**src/hdl/ledfs_params.svh**
```systemverilog
// Constants of the LED driver fault supervisor: offsets, fields, resets, timing
`ifndef LEDFS_PARAMS_SVH
`define LEDFS_PARAMS_SVH

`define LEDFS_CLK_PERIOD_NS   20
`define LEDFS_MASK_TIME_NS    15000
`define LEDFS_FDG_TIME_NS     20000
`define LEDFS_HICCUP_TIME_NS  1000000
`define LEDFS_SW_PERIOD_NS    2000
`define LEDFS_REG_TIMER_SW    256
`define LEDFS_MASK_CYC   ((`LEDFS_MASK_TIME_NS + `LEDFS_CLK_PERIOD_NS - 1) / `LEDFS_CLK_PERIOD_NS)
`define LEDFS_FDG_CYC    ((`LEDFS_FDG_TIME_NS + `LEDFS_CLK_PERIOD_NS - 1) / `LEDFS_CLK_PERIOD_NS)
`define LEDFS_HICCUP_CYC (`LEDFS_HICCUP_TIME_NS / `LEDFS_CLK_PERIOD_NS)
`define LEDFS_SW_CYC     (`LEDFS_SW_PERIOD_NS / `LEDFS_CLK_PERIOD_NS)

`define LEDFS_OFS_CTRL    8'h00
`define LEDFS_OFS_STATUS  8'h04
`define LEDFS_OFS_CAUSE   8'h08
`define LEDFS_CTRL_RESET  32'h0000_0001
`define LEDFS_CTRL_RUN    0
`define LEDFS_ST_FLAG     0
`define LEDFS_ST_SWITCH   1
`define LEDFS_ST_HELD     2
`define LEDFS_ST_MASK     3
`define LEDFS_ST_MODE_LO  4
`define LEDFS_CAUSE_OCP   0
`define LEDFS_CAUSE_CSOV  1
`define LEDFS_CAUSE_OPEN  2
`define LEDFS_CAUSE_SHORT 3
`define LEDFS_CAUSE_TON   4
`define LEDFS_CAUSE_VOUT  5
`define LEDFS_CAUSE_VCC   6
`define LEDFS_CAUSE_BOOT  7

`endif

```
**src/hdl/ledfs_pkg.sv**
```systemverilog
// Types shared by the LED driver fault supervisor files
package ledfs_pkg;

    typedef enum logic [2:0] {
        LEDFS_OFF      = 3'h0,
        LEDFS_RUN      = 3'h1,
        LEDFS_HICCUP   = 3'h2,
        LEDFS_TON_WAIT = 3'h3,
        LEDFS_LATCHED  = 3'h4
    } ledfs_mode_t;

    typedef struct packed {
        logic vin_mask_threshold_input;
        logic analog_dim_input;
        logic vout_low;
        logic sense_low_max_duty;
        logic string_short;
        logic switch_overcurrent_trip;
        logic sense_overvoltage;
        logic boot_undervoltage;
        logic on_time_set_pin_fault;
        logic regulator_overcurrent;
    } ledfs_sense_t;

    typedef struct packed {
        logic        hsel;
        logic [31:0] haddr;
        logic [1:0]  htrans;
        logic        hwrite;
        logic [2:0]  hsize;
        logic [31:0] hwdata;
        logic        hready;
    } ledfs_ahb_req_t;

    typedef struct packed {
        logic        en;
        logic [7:0]  addr;
        logic [31:0] data;
    } ledfs_reg_wr_t;

endpackage

```
**src/hdl/ledfs_ahb_slave.sv**
```systemverilog
// AHB-Lite slave front end: zero wait states, OKAY only
`timescale 1ns/1ns
module ledfs_ahb_slave (
    input  wire logic                   hclk,
    input  wire logic                   hresetn,
    input  wire ledfs_pkg::ledfs_ahb_req_t ahb_req,
    input  wire logic [31:0]            rd_data,
    output logic [7:0]                  rd_addr,
    output ledfs_pkg::ledfs_reg_wr_t    reg_wr,
    output logic [31:0]                 hrdata,
    output logic                        hreadyout,
    output logic                        hresp
);
    typedef struct packed {
        logic        wr_pend;
        logic [7:0]  wr_addr;
        logic [31:0] rdata;
    } ledfs_ahb_st_t;

    ledfs_ahb_st_t st_q;
    ledfs_ahb_st_t st_d;
    logic          take;

    // Read data is sampled in the address phase so hrdata comes from a flop
    always_comb begin
        st_d = st_q;
        take = ahb_req.hsel && ahb_req.htrans[1] && ahb_req.hready;
        st_d.wr_pend = take && ahb_req.hwrite;
        if (take) begin
            st_d.wr_addr = ahb_req.haddr[7:0];
            if (!ahb_req.hwrite) begin
                st_d.rdata = rd_data;
            end
        end
    end

    always_ff @(posedge hclk or negedge hresetn) begin
        if (!hresetn) begin
            st_q <= '0;
        end else begin
            st_q <= st_d;
        end
    end

    assign rd_addr     = ahb_req.haddr[7:0];
    assign reg_wr.en   = st_q.wr_pend;
    assign reg_wr.addr = st_q.wr_addr;
    assign reg_wr.data = ahb_req.hwdata;
    assign hrdata      = st_q.rdata;
    assign hreadyout   = 1'b1;
    assign hresp       = 1'b0;
endmodule // ledfs_ahb_slave

```
**src/hdl/ledfs_supervisor.sv**
```systemverilog
// Fault supervisor of a constant-current buck LED driver with AHB-Lite registers
`timescale 1ns/1ns
`include "ledfs_params.svh"
module ledfs_supervisor #(
    parameter logic [15:0] HICCUP_CYCLES = 16'(`LEDFS_HICCUP_CYC)
) (
    input  wire logic                   hclk,
    input  wire logic                   hresetn,
    input  wire logic                   hsel,
    input  wire logic [31:0]            haddr,
    input  wire logic [1:0]             htrans,
    input  wire logic                   hwrite,
    input  wire logic [2:0]             hsize,
    input  wire logic [31:0]            hwdata,
    input  wire logic                   hready,
    output logic                        hreadyout,
    output logic                        hresp,
    output logic [31:0]                 hrdata,
    input  wire logic                   pwm_in,
    input  wire logic                   enable_in,
    input  wire ledfs_pkg::ledfs_sense_t sense,
    output logic                        fault_flag_low,
    output logic                        switch_enable,
    output logic                        min_on_time_mode,
    output logic                        hiccup_active
);
    localparam logic [15:0] MASK_LIMIT = 16'(`LEDFS_MASK_CYC);
    localparam logic [15:0] FDG_LIMIT  = 16'(`LEDFS_FDG_CYC);
    localparam logic [15:0] REG_LIMIT  = 16'(`LEDFS_REG_TIMER_SW);
    localparam logic [6:0]  SW_LAST    = 7'(`LEDFS_SW_CYC - 1);

    typedef struct packed {
        ledfs_pkg::ledfs_mode_t mode;
        logic                   pwm_q;
        logic [6:0]             sw_div;
        logic                   held;
        logic                   flag;
        logic                   switching;
        logic                   min_on;
        logic                   ctrl_run;
        logic [7:0]             cause;
    } ledfs_core_st_t;

    ledfs_core_st_t           st_q;
    ledfs_core_st_t           st_d;
    ledfs_pkg::ledfs_ahb_req_t ahb_req;
    ledfs_pkg::ledfs_reg_wr_t  reg_wr;
    logic [7:0]               rd_addr;
    logic [31:0]              rd_data;
    logic                     sw_tick;
    logic                     pwm_rise;
    logic                     enabled;
    logic                     mask_expired;
    logic                     det_en;
    logic                     open_cand;
    logic                     short_cand;
    logic                     open_fdg_done;
    logic                     short_fdg_done;
    logic                     open_conf;
    logic                     short_conf;
    logic                     hiccup_done;
    logic                     reg_done;
    logic                     hiccup_load;
    logic                     hard_trip;
    logic                     vout_short;
    logic                     flag_now;
    logic [7:0]               cause_set;

    assign ahb_req = '{hsel: hsel, haddr: haddr, htrans: htrans, hwrite: hwrite,
                       hsize: hsize, hwdata: hwdata, hready: hready};

    ledfs_ahb_slave u_ahb (
        .hclk      (hclk),
        .hresetn   (hresetn),
        .ahb_req   (ahb_req),
        .rd_data   (rd_data),
        .rd_addr   (rd_addr),
        .reg_wr    (reg_wr),
        .hrdata    (hrdata),
        .hreadyout (hreadyout),
        .hresp     (hresp)
    );

    // Comparator outputs arrive as logic levels: high means the named condition is present
    assign enabled  = enable_in && st_q.ctrl_run;
    assign pwm_rise = pwm_in && !st_q.pwm_q;
    assign sw_tick  = (st_q.sw_div == 7'h00);

    // Mask restarts on every PWM rising edge; short pulses never see string open or short detection
    ledfs_timer u_mask (
        .hclk    (hclk),
        .hresetn (hresetn),
        .load    (pwm_rise),
        .tick    (1'b1),
        .limit   (MASK_LIMIT),
        .expired (mask_expired)
    );

    assign det_en     = pwm_in && !pwm_rise && mask_expired
                        && st_q.mode == ledfs_pkg::LEDFS_RUN;
    // Open detection needs both the VIN mask comparator and dim level high
    assign open_cand  = sense.sense_low_max_duty && sense.vin_mask_threshold_input
                        && sense.analog_dim_input && det_en;
    assign short_cand = sense.string_short && sense.analog_dim_input
                        && det_en;

    // Any gap in the condition reloads the deglitch counter
    ledfs_timer u_open_fdg (
        .hclk    (hclk),
        .hresetn (hresetn),
        .load    (!open_cand),
        .tick    (1'b1),
        .limit   (FDG_LIMIT),
        .expired (open_fdg_done)
    );

    ledfs_timer u_short_fdg (
        .hclk    (hclk),
        .hresetn (hresetn),
        .load    (!short_cand),
        .tick    (1'b1),
        .limit   (FDG_LIMIT),
        .expired (short_fdg_done)
    );

    assign open_conf  = open_cand && open_fdg_done;
    assign short_conf = short_cand && short_fdg_done;

    // Shared retry timer: hiccup period and on-time pin recheck interval
    ledfs_timer u_hiccup (
        .hclk    (hclk),
        .hresetn (hresetn),
        .load    (hiccup_load),
        .tick    (1'b1),
        .limit   (HICCUP_CYCLES),
        .expired (hiccup_done)
    );

    // Counts switching cycles of regulation since the last restart
    ledfs_timer u_reg (
        .hclk    (hclk),
        .hresetn (hresetn),
        .load    (st_q.mode != ledfs_pkg::LEDFS_RUN),
        .tick    (sw_tick),
        .limit   (REG_LIMIT),
        .expired (reg_done)
    );

    // Trips that stop switching; an open capacitor has no input at all
    // because no member of ledfs_sense_t reports the output capacitor
    assign hard_trip  = sense.switch_overcurrent_trip
                        || sense.sense_overvoltage
                        || open_conf;
    assign vout_short = sense.vout_low && sense.analog_dim_input;

    always_comb begin
        st_d        = st_q;
        hiccup_load = 1'b0;
        cause_set   = 8'h00;
        flag_now    = st_q.flag;
        st_d.pwm_q  = pwm_in;
        st_d.sw_div = sw_tick ? SW_LAST : st_q.sw_div - 7'h01;

        unique case (st_q.mode)
            ledfs_pkg::LEDFS_OFF: begin
                if (enabled) begin
                    st_d.mode = ledfs_pkg::LEDFS_RUN;
                end
            end
            ledfs_pkg::LEDFS_RUN: begin
                if (sense.regulator_overcurrent) begin
                    st_d.mode = ledfs_pkg::LEDFS_LATCHED;
                end else if (sense.on_time_set_pin_fault) begin
                    st_d.mode   = ledfs_pkg::LEDFS_TON_WAIT;
                    hiccup_load = 1'b1;
                end else if (hard_trip) begin
                    st_d.mode   = ledfs_pkg::LEDFS_HICCUP;
                    hiccup_load = 1'b1;
                end
            end
            ledfs_pkg::LEDFS_HICCUP: begin
                // Retry restarts regulation; a persisting fault trips again
                if (sense.regulator_overcurrent) begin
                    st_d.mode = ledfs_pkg::LEDFS_LATCHED;
                end else if (hiccup_done) begin
                    st_d.mode = ledfs_pkg::LEDFS_RUN;
                end
            end
            ledfs_pkg::LEDFS_TON_WAIT: begin
                if (sense.regulator_overcurrent) begin
                    st_d.mode = ledfs_pkg::LEDFS_LATCHED;
                end else if (hiccup_done) begin
                    if (sense.on_time_set_pin_fault) begin
                        hiccup_load = 1'b1;
                    end else begin
                        st_d.mode = ledfs_pkg::LEDFS_RUN;
                    end
                end
            end
            ledfs_pkg::LEDFS_LATCHED: begin
                // Only dropping enable_in or clearing the CTRL run bit brings the device back
                st_d.mode = ledfs_pkg::LEDFS_LATCHED;
            end
            default: begin
                st_d.mode = ledfs_pkg::LEDFS_OFF;
            end
        endcase
        if (!enabled) begin
            st_d.mode   = ledfs_pkg::LEDFS_OFF;
            hiccup_load = 1'b0;
        end

        // Latched fault: set by confirmations and retry modes
        if (open_conf || short_conf) begin
            st_d.held = 1'b1;
        end else if (st_d.mode == ledfs_pkg::LEDFS_HICCUP
                     || st_d.mode == ledfs_pkg::LEDFS_TON_WAIT) begin
            st_d.held = 1'b1;
        end else if (st_q.mode == ledfs_pkg::LEDFS_RUN && reg_done && det_en
                     && !sense.sense_low_max_duty && !sense.string_short) begin
            st_d.held = 1'b0;
        end
        if (st_d.mode == ledfs_pkg::LEDFS_OFF || st_d.mode == ledfs_pkg::LEDFS_LATCHED) begin
            st_d.held = 1'b0;
        end

        // Output short clears by itself once the output recovers
        if (pwm_in) begin
            flag_now = st_d.held || (vout_short
                       && st_q.mode == ledfs_pkg::LEDFS_RUN);
        end
        if (st_d.mode == ledfs_pkg::LEDFS_OFF || st_d.mode == ledfs_pkg::LEDFS_LATCHED) begin
            flag_now = 1'b0;
        end
        st_d.flag = flag_now;

        // Bootstrap undervoltage stops switching without any flag
        st_d.switching = st_d.mode == ledfs_pkg::LEDFS_RUN && !hard_trip
                         && !sense.on_time_set_pin_fault
                         && !sense.regulator_overcurrent
                         && !sense.boot_undervoltage && pwm_in;
        // Shorted output keeps switching at minimum on-time, no hiccup
        st_d.min_on    = st_d.switching && vout_short;

        cause_set[`LEDFS_CAUSE_OCP]   = sense.switch_overcurrent_trip;
        cause_set[`LEDFS_CAUSE_CSOV]  = sense.sense_overvoltage;
        cause_set[`LEDFS_CAUSE_OPEN]  = open_conf;
        cause_set[`LEDFS_CAUSE_SHORT] = short_conf;
        cause_set[`LEDFS_CAUSE_TON]   = sense.on_time_set_pin_fault && enabled;
        cause_set[`LEDFS_CAUSE_VOUT]  = vout_short && pwm_in;
        cause_set[`LEDFS_CAUSE_VCC]   = sense.regulator_overcurrent && enabled;
        cause_set[`LEDFS_CAUSE_BOOT]  = sense.boot_undervoltage && enabled;

        // Write one to clear; a new event in the same cycle wins
        if (reg_wr.en && reg_wr.addr == `LEDFS_OFS_CAUSE) begin
            st_d.cause = st_q.cause & ~reg_wr.data[7:0];
        end
        st_d.cause = st_d.cause | cause_set;
        if (reg_wr.en && reg_wr.addr == `LEDFS_OFS_CTRL) begin
            st_d.ctrl_run = reg_wr.data[`LEDFS_CTRL_RUN];
        end
    end

    always_comb begin
        rd_data = 32'h0000_0000;
        unique case (rd_addr)
            `LEDFS_OFS_CTRL: begin
                rd_data[`LEDFS_CTRL_RUN] = st_q.ctrl_run;
            end
            `LEDFS_OFS_STATUS: begin
                rd_data[`LEDFS_ST_FLAG]   = st_q.flag;
                rd_data[`LEDFS_ST_SWITCH] = st_q.switching;
                rd_data[`LEDFS_ST_HELD]   = st_q.held;
                rd_data[`LEDFS_ST_MASK]   = !mask_expired;
                rd_data[`LEDFS_ST_MODE_LO +: 3] = st_q.mode;
            end
            `LEDFS_OFS_CAUSE: begin
                rd_data[7:0] = st_q.cause;
            end
            default: begin
                rd_data = 32'h0000_0000;
            end
        endcase
    end

    always_ff @(posedge hclk or negedge hresetn) begin
        if (!hresetn) begin
            st_q          <= '0;
            st_q.mode     <= ledfs_pkg::LEDFS_OFF;
            st_q.ctrl_run <= 1'b1;
        end else begin
            st_q <= st_d;
        end
    end

    assign fault_flag_low   = !st_q.flag;
    assign switch_enable    = st_q.switching;
    assign min_on_time_mode = st_q.min_on;
    assign hiccup_active    = st_q.mode == ledfs_pkg::LEDFS_HICCUP;
endmodule // ledfs_supervisor

```
**src/hdl/ledfs_timer.sv**
```systemverilog
// Down counter that reloads on demand and reports expiry
`timescale 1ns/1ns
module ledfs_timer (
    input  wire logic        hclk,
    input  wire logic        hresetn,
    input  wire logic        load,
    input  wire logic        tick,
    input  wire logic [15:0] limit,
    output logic             expired
);
    typedef struct packed {
        logic [15:0] cnt;
    } ledfs_tmr_st_t;

    ledfs_tmr_st_t st_q;
    ledfs_tmr_st_t st_d;

    always_comb begin
        st_d = st_q;
        if (load) begin
            st_d.cnt = limit;
        end else if (tick && st_q.cnt != 16'h0000) begin
            st_d.cnt = st_q.cnt - 16'h0001;
        end
    end

    always_ff @(posedge hclk or negedge hresetn) begin
        if (!hresetn) begin
            st_q <= '0;
        end else begin
            st_q <= st_d;
        end
    end

    // Idle counter reads as expired so nothing is masked after reset
    assign expired = (st_q.cnt == 16'h0000);
endmodule // ledfs_timer

```
**config.mk**
```make
export PLATFORM = sky130hd
export DESIGN_NAME = ledfs_supervisor
export DESIGN_NICKNAME = d
export VERILOG_FILES = /design/src/hdl/ledfs_pkg.sv /design/src/hdl/ledfs_ahb_slave.sv /design/src/hdl/ledfs_supervisor.sv /design/src/hdl/ledfs_timer.sv
export VERILOG_INCLUDE_DIRS = /design/src /design/src/hdl
export SDC_FILE = /design/constraint.sdc
export NUM_CORES = 1
export LEC_CHECK = 0
export CORE_ASPECT_RATIO = 1.4
export CORE_MARGIN = 3
export CORE_UTILIZATION = 64
export DETAILED_ROUTE_END_ITERATION = 10
export DONT_BUFFER_PORTS = 1
export GPL_ROUTABILITY_DRIVEN = 0
export PLACE_DENSITY = 0.9
export SLEW_MARGIN = 40
export SYNTH_ARGS = -nofsm -noshare
export SYNTH_HDL_FRONTEND = slang
export SYNTH_SLANG_ARGS = --single-unit
```
**constraint.sdc**
```tcl
create_clock -name hclk -period 3.4 [get_ports hclk]
set_clock_uncertainty 0.05 [all_clocks]
set_input_delay 0 -clock hclk [delete_from_list [all_inputs] [get_ports hclk]]
set_output_delay 0 -clock hclk [all_outputs]
set_load 0.02 [all_outputs]
```
* Yosys cells after proc, flatten, opt, wreduce, memory -nomap -nowiden *
Index checks and enable logic that the tools add are counted.

word-level totals
  output and inout bits = 38
  register bits after elaboration = 121
  logic and storage cells = 150

operators by class
  bitwise gates (word level) = 4
  multiplexer cells = 39
  add/sub/neg operators = 6
  reductions and logical operators = 70
  equality and inequality tests = 14

operators with widths
  operator                                            count
  two-way mux 16 bit                                  10
  zero test 16 bit                                    5
  nonzero test 16 bit                                 5
  subtractor 16 x 1 -> 16 bit, second input constant  5
  logical AND 1 bit                                   34
  two-way mux 3 bit                                   9
  == test 8 x 4 -> 1 bit, second input constant       2
  zero test 8 bit                                     2
  case mux 3 bit (5 select lines)                     1
  two-way mux 1 bit                                   14
  == test 3 x 2 -> 1 bit, second input constant       4
  case mux 6 bit (2 select lines)                     1
  zero test 1 bit                                     10
  AND 8 bit                                           1
  == test 8 x 3 -> 1 bit, second input constant       1
  two-way mux 8 bit                                   1
  inverter 8 bit                                      1
  bitwise OR 8 bit                                    1
  nonzero test 2 bit                                  4
  zero test 7 bit                                     1
  two-way mux 7 bit                                   1
  subtractor 7 x 1 -> 7 bit, second input constant    1
  == test 3 x 1 -> 1 bit, second input constant       2
  == test 3 bit, second input constant                2
  other kinds (8)                                     15

* Depth between registers and ports, before layout *
  word-level depth = 22
  mapped depth = 9

* Modules after synthesis *
Synthesis repeated with hierarchy kept, for this count alone.

second synthesis, totals
  cells, all modules = 910
  area, all modules = 8,703.3 um^2

by module, submodules not included
  module                       area each (um^2)  cells an instance  times used  sequential area each (um^2)
  ledfs_timer at u_hiccup ...  1,063.5           124                3           400.4
  ledfs_timer at u_reg ...     1,054.8           124                2           400.4
  ledfs_ahb_slave              1,986.9           132                1           1,026.0
  ledfs_supervisor             1,416.4           158                1           601.8

* Least setup slack after synthesis *
Ideal clock, no wire load.

  path kind = reg-to-reg
  start = register st_q[22] (netlist bit)
  end = register u_hiccup.st_q[1] (netlist bit)
  setup time = 0.127 ns
  stages on the path, launching flop included = 9
  setup slack = 0.834 ns
  required time = 3.223 ns
  arrival = 2.389 ns
  cells stage by stage = dfrtp_1 > or3b_1 > buf_2 > or4_4 > nor4_4 > nor3_2 > and4b_1 > buf_6 > a211oi_2

between the ends
  cells in the longest elaborated chain, start to end = 11

RTL lines
  item                                                             RTL line                                          RTL
  from (decl)                                                      ledfs_supervisor.sv:44                            ledfs_core_st_t st_q;
  from (signal assigned)                                           ledfs_supervisor.sv:292                           st_q <= st_d;
  == test 3 x 1 -> 1 bit                                           ledfs_supervisor.sv:100, ledfs_supervisor.sv:164
  logical AND 1 bit                                                ledfs_supervisor.sv:100                           && st_q.mode == ledfs_pkg::LEDFS_RUN;
  logical AND 1 bit                                                ledfs_supervisor.sv:103                           && sense.analog_dim_input && det_en;
  logical AND 1 bit                                                ledfs_supervisor.sv:126                           assign open_conf = open_cand && open_fdg_done;
  logical OR 1 bit                                                 ledfs_supervisor.sv:153                           || open_conf;
  two-way mux 1 bit                                                ledfs_supervisor.sv:176                           end else if (hard_trip) begin
  two-way mux 1 bit                                                ledfs_supervisor.sv:173                           end else if (sense.on_time_set_pin_fault) begin
  two-way mux 1 bit                                                ledfs_supervisor.sv:171                           if (sense.regulator_overcurrent) begin
  case mux 1 bit (2 select lines) *                                ledfs_supervisor.sv:164                           unique case (st_q.mode)
  two-way mux 1 bit *                                              ledfs_supervisor.sv:208                           if (!enabled) begin
  two-way mux 16 bit / nonzero test 2 bit (equally long branches)  -
  to (signal assigned)                                             ledfs_timer.sv:31                                 st_q <= st_d;
  to (decl)                                                        ledfs_timer.sv:15                                 ledfs_tmr_st_t st_q;

Mark *: on every way between the ends. The rest lies on a longest branch, timed or not.
A chain may end at the register's enable or synchronous reset.

* Final worst setup path *
  start = register st_q[22] (netlist bit)
  end = register st_q[11] (netlist bit)

between the ends
  cells in the longest elaborated chain, start to end = 18

RTL lines
  item                                       RTL line                                          RTL
  == test 3 x 1 -> 1 bit                     -
  logical AND 1 bit                          ledfs_supervisor.sv:100
  logical AND 1 bit                          ledfs_supervisor.sv:103
  logical AND 1 bit                          ledfs_supervisor.sv:126
  logical OR 1 bit                           ledfs_supervisor.sv:153
  two-way mux 3 bit                          ledfs_supervisor.sv:176
  two-way mux 3 bit                          ledfs_supervisor.sv:173
  two-way mux 3 bit                          ledfs_supervisor.sv:171
  (+2 left out)                              -
  == test 3 x 2 -> 1 bit (on tied branches)  ledfs_supervisor.sv:216, ledfs_supervisor.sv:217
  logical OR 1 bit                           ledfs_supervisor.sv:217                           || st_d.mode == ledfs_pkg::LEDFS_TON_WAIT) begin
  two-way mux 1 bit                          ledfs_supervisor.sv:216                           end else if (st_d.mode == ledfs_pkg::LEDFS_HICCUP
  two-way mux 1 bit                          ledfs_supervisor.sv:214                           if (open_conf || short_conf) begin
  two-way mux 1 bit                          ledfs_supervisor.sv:223                           if (st_d.mode == ledfs_pkg::LEDFS_OFF || st_d.mode == ledfs_pkg::LEDFS_LATCHED) begin
  logical OR 1 bit                           ledfs_supervisor.sv:229                           flag_now = st_d.held || (vout_short
  two-way mux 1 bit                          ledfs_supervisor.sv:228                           if (pwm_in) begin
  two-way mux 1 bit                          ledfs_supervisor.sv:232                           if (st_d.mode == ledfs_pkg::LEDFS_OFF || st_d.mode == ledfs_pkg::LEDFS_LATCHED) begin

Several ways; a longest one is shown, not always the timed one. The select of a mux whose other input is x is not followed.

==> metrics.txt <==
# TYPE chip_impl_metric gauge
chip_impl_metric{name="synth_sequential_area_ratio",unit="%"} 49.3
chip_impl_metric{name="final.period_utilization",unit="%"} 96.7
chip_impl_metric{name="via_count_of_the_first_global_routing_pass",unit=""} 5251
chip_impl_metric{name="post_synth_mux_area_share",unit="%"} 1.81
chip_impl_metric{name="grt_pass1_wl",unit="um"} 25800
chip_impl_metric{name="grt_start_max_net_pins",unit=""} 122
chip_impl_metric{name="ctsHtreeMaxLevel",unit=""} 4
chip_impl_metric{name="syn-instance-count",unit=""} 627
chip_impl_metric{name="numClockSinks",unit=""} 121
chip_impl_metric{name="ir_worst_vdd",unit="uV"} 465
chip_impl_metric{name="dieHeight",unit="um"} 122
chip_impl_metric{name="drcViolationCount",unit=""} 0
chip_impl_metric{name="timing.final.crit_period",unit="ns"} 3.29
chip_impl_metric{name="die_width",unit="um"} 88.8
chip_impl_metric{name="clk_path_buf_depth",unit=""} 2
chip_impl_metric{name="synth_area_per_cell",unit="sq um"} 9.80
chip_impl_metric{name="worstMarginPinSlew",unit="ns"} 0.789
chip_impl_metric{name="post_drt_wl_per_cell",unit="um"} 19.9
chip_impl_metric{name="finalHoldViolations",unit=""} 0
chip_impl_info{name="sort_of_element_at_the_end_of_the_critical_path",value="flop"} 1
chip_impl_metric{name="dieArea",unit="sq mm"} 0.0108
chip_impl_metric{name="total_design_power",unit="mW"} 3.95
chip_impl_metric{name="design.portCount",unit=""} 124
chip_impl_metric{name="synth-adder-area-share",unit="%"} 1.83
chip_impl_info{name="synth_largest_area_cell",value="sky130_fd_sc_hd__dfrtp_1"} 1
chip_impl_metric{name="static-leakage-power",unit="nW"} 2.99
chip_impl_metric{name="setup_ws",unit="ns"} 0.113
chip_impl_metric{name="critical_path_required",unit="ns"} 3.64
chip_impl_metric{name="grt_util_all_layers",unit="%"} 31.5
chip_impl_metric{name="clk-insertion-delay-late",unit="ns"} 0.42
chip_impl_metric{name="postLayoutCoreUtil",unit="%"} 78.0
chip_impl_metric{name="arrival",unit="ns"} 3.53
chip_impl_metric{name="start_util",unit="%"} 66.9
chip_impl_metric{name="drt-initial-drc-count",unit=""} 621
chip_impl_metric{name="vias_per_cell",unit=""} 6.47
chip_impl_info{name="synth_top_family_by_area",value="simple AND/OR/NAND/NOR gates"} 1
chip_impl_metric{name="postCtsSetupBuffers",unit=""} 0
chip_impl_metric{name="drtAntennaViolNets",unit=""} 0
chip_impl_metric{name="core-area",unit="sq mm"} 0.00918
chip_impl_metric{name="fraction_of_layout_instances_using_a_drive_strength_above_1",unit="%"} 10.7
chip_impl_info{name="run_status",value="finished clean"} 1
chip_impl_metric{name="antenna_found_initial",unit=""} 1
chip_impl_metric{name="grt.met1_usage",unit="%"} 35.7
chip_impl_metric{name="placement.setup.worst_slack",unit="ns"} 0.355
chip_impl_metric{name="gr-usage-met2",unit="%"} 52.2
chip_impl_metric{name="core_rows",unit=""} 41
chip_impl_info{name="kind_of_path_behind_the_tightest_hold_check",value="in -> reg"} 1
chip_impl_metric{name="placement.cell_area",unit="sq mm"} 0.00618
chip_impl_metric{name="synth_xor_xnor_area_share",unit="%"} 7.84
chip_impl_metric{name="synthToLayoutAreaGrowth",unit="%"} 16.5
chip_impl_metric{name="buffer_ports.inserted",unit=""} 0
chip_impl_metric{name="cts_buffers",unit=""} 17
chip_impl_metric{name="grtUsageMet3",unit="%"} 10.0
chip_impl_info{name="busiest_layer",value="met2"} 1
chip_impl_metric{name="asyncSetResetFlopFracSynth",unit="%"} 100
chip_impl_metric{name="max_cap_viol_count",unit=""} 0
chip_impl_metric{name="netlist.area_leader.share",unit="%"} 48.9
chip_impl_metric{name="timing.final.setup_violations",unit=""} 0
chip_impl_metric{name="warnings_synthesis",unit=""} 0
chip_impl_info{name="timing.setup.critical_path_class",value="reg -> reg"} 1
chip_impl_metric{name="finalNetCount",unit=""} 765
chip_impl_metric{name="setup-tns-final",unit="ns"} 0
chip_impl_info{name="ys_top_cells_by_area",value="sky130_fd_sc_hd__dfrtp_1, sky130_fd_sc_hd__nor2_1, sky130_fd_sc_hd__xnor2_1, sky130_fd_sc_hd__xor2_1, sky130_fd_sc_hd__nand2_1"} 1
chip_impl_metric{name="routed-via-count",unit=""} 5114
chip_impl_metric{name="slew_limit_headroom",unit="%"} 46.9
chip_impl_metric{name="clock.fmax",unit="MHz"} 304
chip_impl_info{name="tritoncts_clock_tree",value="yes"} 1
chip_impl_metric{name="routed_wl",unit="um"} 15800
chip_impl_info{name="clockRootBuffer",value="sky130_fd_sc_hd__clkbuf_16"} 1
chip_impl_metric{name="netlist_area",unit="sq mm"} 0.00615
chip_impl_metric{name="synth-simple-area-share",unit="%"} 24.9
chip_impl_metric{name="pwr_density_cell",unit="mW/mm^2"} 552
chip_impl_metric{name="ys_seq_elements",unit=""} 121
chip_impl_metric{name="grt_overflow",unit=""} 0
chip_impl_metric{name="worst_setup_hold_path_clk_slew",unit="ns"} 0.06
chip_impl_info{name="crit_path_start_kind",value="flop"} 1
chip_impl_info{name="yosys_most_used_dff",value="sky130_fd_sc_hd__dfrtp_1"} 1
chip_impl_metric{name="detailed_place_hpwl",unit="um"} 8740
chip_impl_metric{name="finalInstanceArea",unit="sq mm"} 0.00716
chip_impl_info{name="rsz_0062_raised_after_global_routing",value="no"} 1
chip_impl_metric{name="synth_cell_types",unit=""} 62
chip_impl_metric{name="path_max_fanout",unit=""} 23
chip_impl_metric{name="slew_violations",unit=""} 0
chip_impl_metric{name="drtPass1Iterations",unit=""} 6
chip_impl_metric{name="compound_cell_area_share_of_the_yosys_netlist",unit="%"} 8.35
chip_impl_metric{name="synth-edff-count",unit=""} 0
-- timing repair --
action / in CTS / in global routing
hold endpoints to repair: 195 / 0
hold buffers: 33 / 0
endpoints found under the setup margin: 0 / 9
resized for setup: 0 / 1
-- through the flow --
| step | hold WS (ns) | std cells |
|---|---|---|
| after CTS | 0.0183 | 790 |
| final | 0.0312 | 791 |
| after detailed placement | -0.342 | 725 |
| after floorplan | -0.346 | 651 |
| after global routing | 0.0827 | 791 |
| after global placement | -0.342 | 725 |
-- worst max-delay path, stage by stage, from the launching register on --
cell and delay, ns:
sky130_fd_sc_hd__dfrtp_1 0.49, sky130_fd_sc_hd__or3b_1 0.47, sky130_fd_sc_hd__buf_4 0.24, sky130_fd_sc_hd__or4_1 0.47, sky130_fd_sc_hd__dlygate4sd3_1 0.61, sky130_fd_sc_hd__o31a_1 0.31, sky130_fd_sc_hd__o41ai_1 0.37, sky130_fd_sc_hd__a21oi_1 0.14
-- kinds of logic (layout without fill, tap and decap cells) --
group / count (synthesis) / count (layout)
flops: 121 / 121
fa+ha+maj: 9 / 9
buf+inv: 68 / 100
other cells: 2 / 27
simple gates: 288 / 288
xor+xnor: 55 / 55
compound gates: 74 / 74
mux: 10 / 10
-- state kept, by name, summed over array words and instances, names as in the netlist --
signal and flops:
min_on_time_mode 1, st_q 22, switch_enable 1, u_ahb.hrdata 8, u_ahb.reg_wr 9, u_hiccup.st_q 16
u_mask.st_q 16, u_open_fdg.st_q 16, u_reg.st_q 16, u_short_fdg.st_q 16
-- synth_stat cells, types with 5 or more instances --
library cell,instances
sky130_fd_sc_hd__dfrtp_1,120
sky130_fd_sc_hd__nor2_1,77
sky130_fd_sc_hd__nand2_1,53
sky130_fd_sc_hd__xnor2_1,30
sky130_fd_sc_hd__inv_1,27
sky130_fd_sc_hd__buf_4,26
sky130_fd_sc_hd__nor3_1,25
sky130_fd_sc_hd__xor2_1,25
sky130_fd_sc_hd__nor4_1,20
sky130_fd_sc_hd__nand3_1,18
sky130_fd_sc_hd__a21oi_1,16
sky130_fd_sc_hd__o21ai_0,16
sky130_fd_sc_hd__or3_1,16
sky130_fd_sc_hd__or4_1,14
sky130_fd_sc_hd__clkbuf_1,11
sky130_fd_sc_hd__ha_1,9
sky130_fd_sc_hd__mux2_2,9
sky130_fd_sc_hd__nand2b_1,8
sky130_fd_sc_hd__and2_1,7
sky130_fd_sc_hd__nand4_1,7
sky130_fd_sc_hd__nor2_2,7
sky130_fd_sc_hd__o31ai_1,6
sky130_fd_sc_hd__a222oi_1,5
-- area by class of cell --
class	count	area, sq um
timing repair buffer	41	408
sequential	121	3030
antenna	1	2.50
clock buffer	21	450
clock inverter	11	171
multi-input combinational	462	2860
inverter	27	101
tap	107	134
fill	520	2020
-- cells in the final DEF, fill, tap and decap left out, drive strengths merged, types with 16 or more instances in the layout --
cell type	instances
dlygate4sd3	32
o21ai	17
nand3	18
xnor2	30
nor2	84
inv	27
nor3	27
a21oi	16
nand2	53
xor2	25
dfrtp	120
clkbuf	21
or3	16
conb	26
or4	16
nor4	22
-- power by group --
| part | internal [mW] | switching [mW] |
|---|---|---|
| Sequential | 1.54 | 0.118 |
| Combinational | 0.167 | 0.207 |
| Clock | 1.25 | 0.668 |
| Total | 2.96 | 0.994 |
-- metal layers --
layer | up-vias | wire length [um]
met4 | 0 | 804
li1 | 2236 | -
met3 | 97 | 1430
met2 | 331 | 8040
met1 | 2450 | 5490
met5 | - | 0
-- final timing paths --
path | startpoint | endpoint | slack (ns) | cells after the start
hold / removal | haddr[3] | u_ahb.hrdata[3]$_DFFE_PN0P_ | 0.03 | 3
hold reg to reg | st_q[3]$_DFF_PN0_ | st_q[3]$_DFF_PN0_ | 0.43 | 1
setup / recovery | st_q[22]$_DFF_PN0_ | st_q[11]$_DFFE_PN0P_ | 0.11 | 7
min in group asynchronous | hresetn | u_hiccup.st_q[10]$_DFFE_PN0P_ | 0.17 | 2
setup reg to reg | st_q[22]$_DFF_PN0_ | st_q[11]$_DFFE_PN0P_ | 0.11 | 7
max in group asynchronous | hresetn | u_ahb.reg_wr[38]$_DFFE_PN0P_ | 2.67 | 2
No activity file was read; power rests on OpenSTA's default activity.
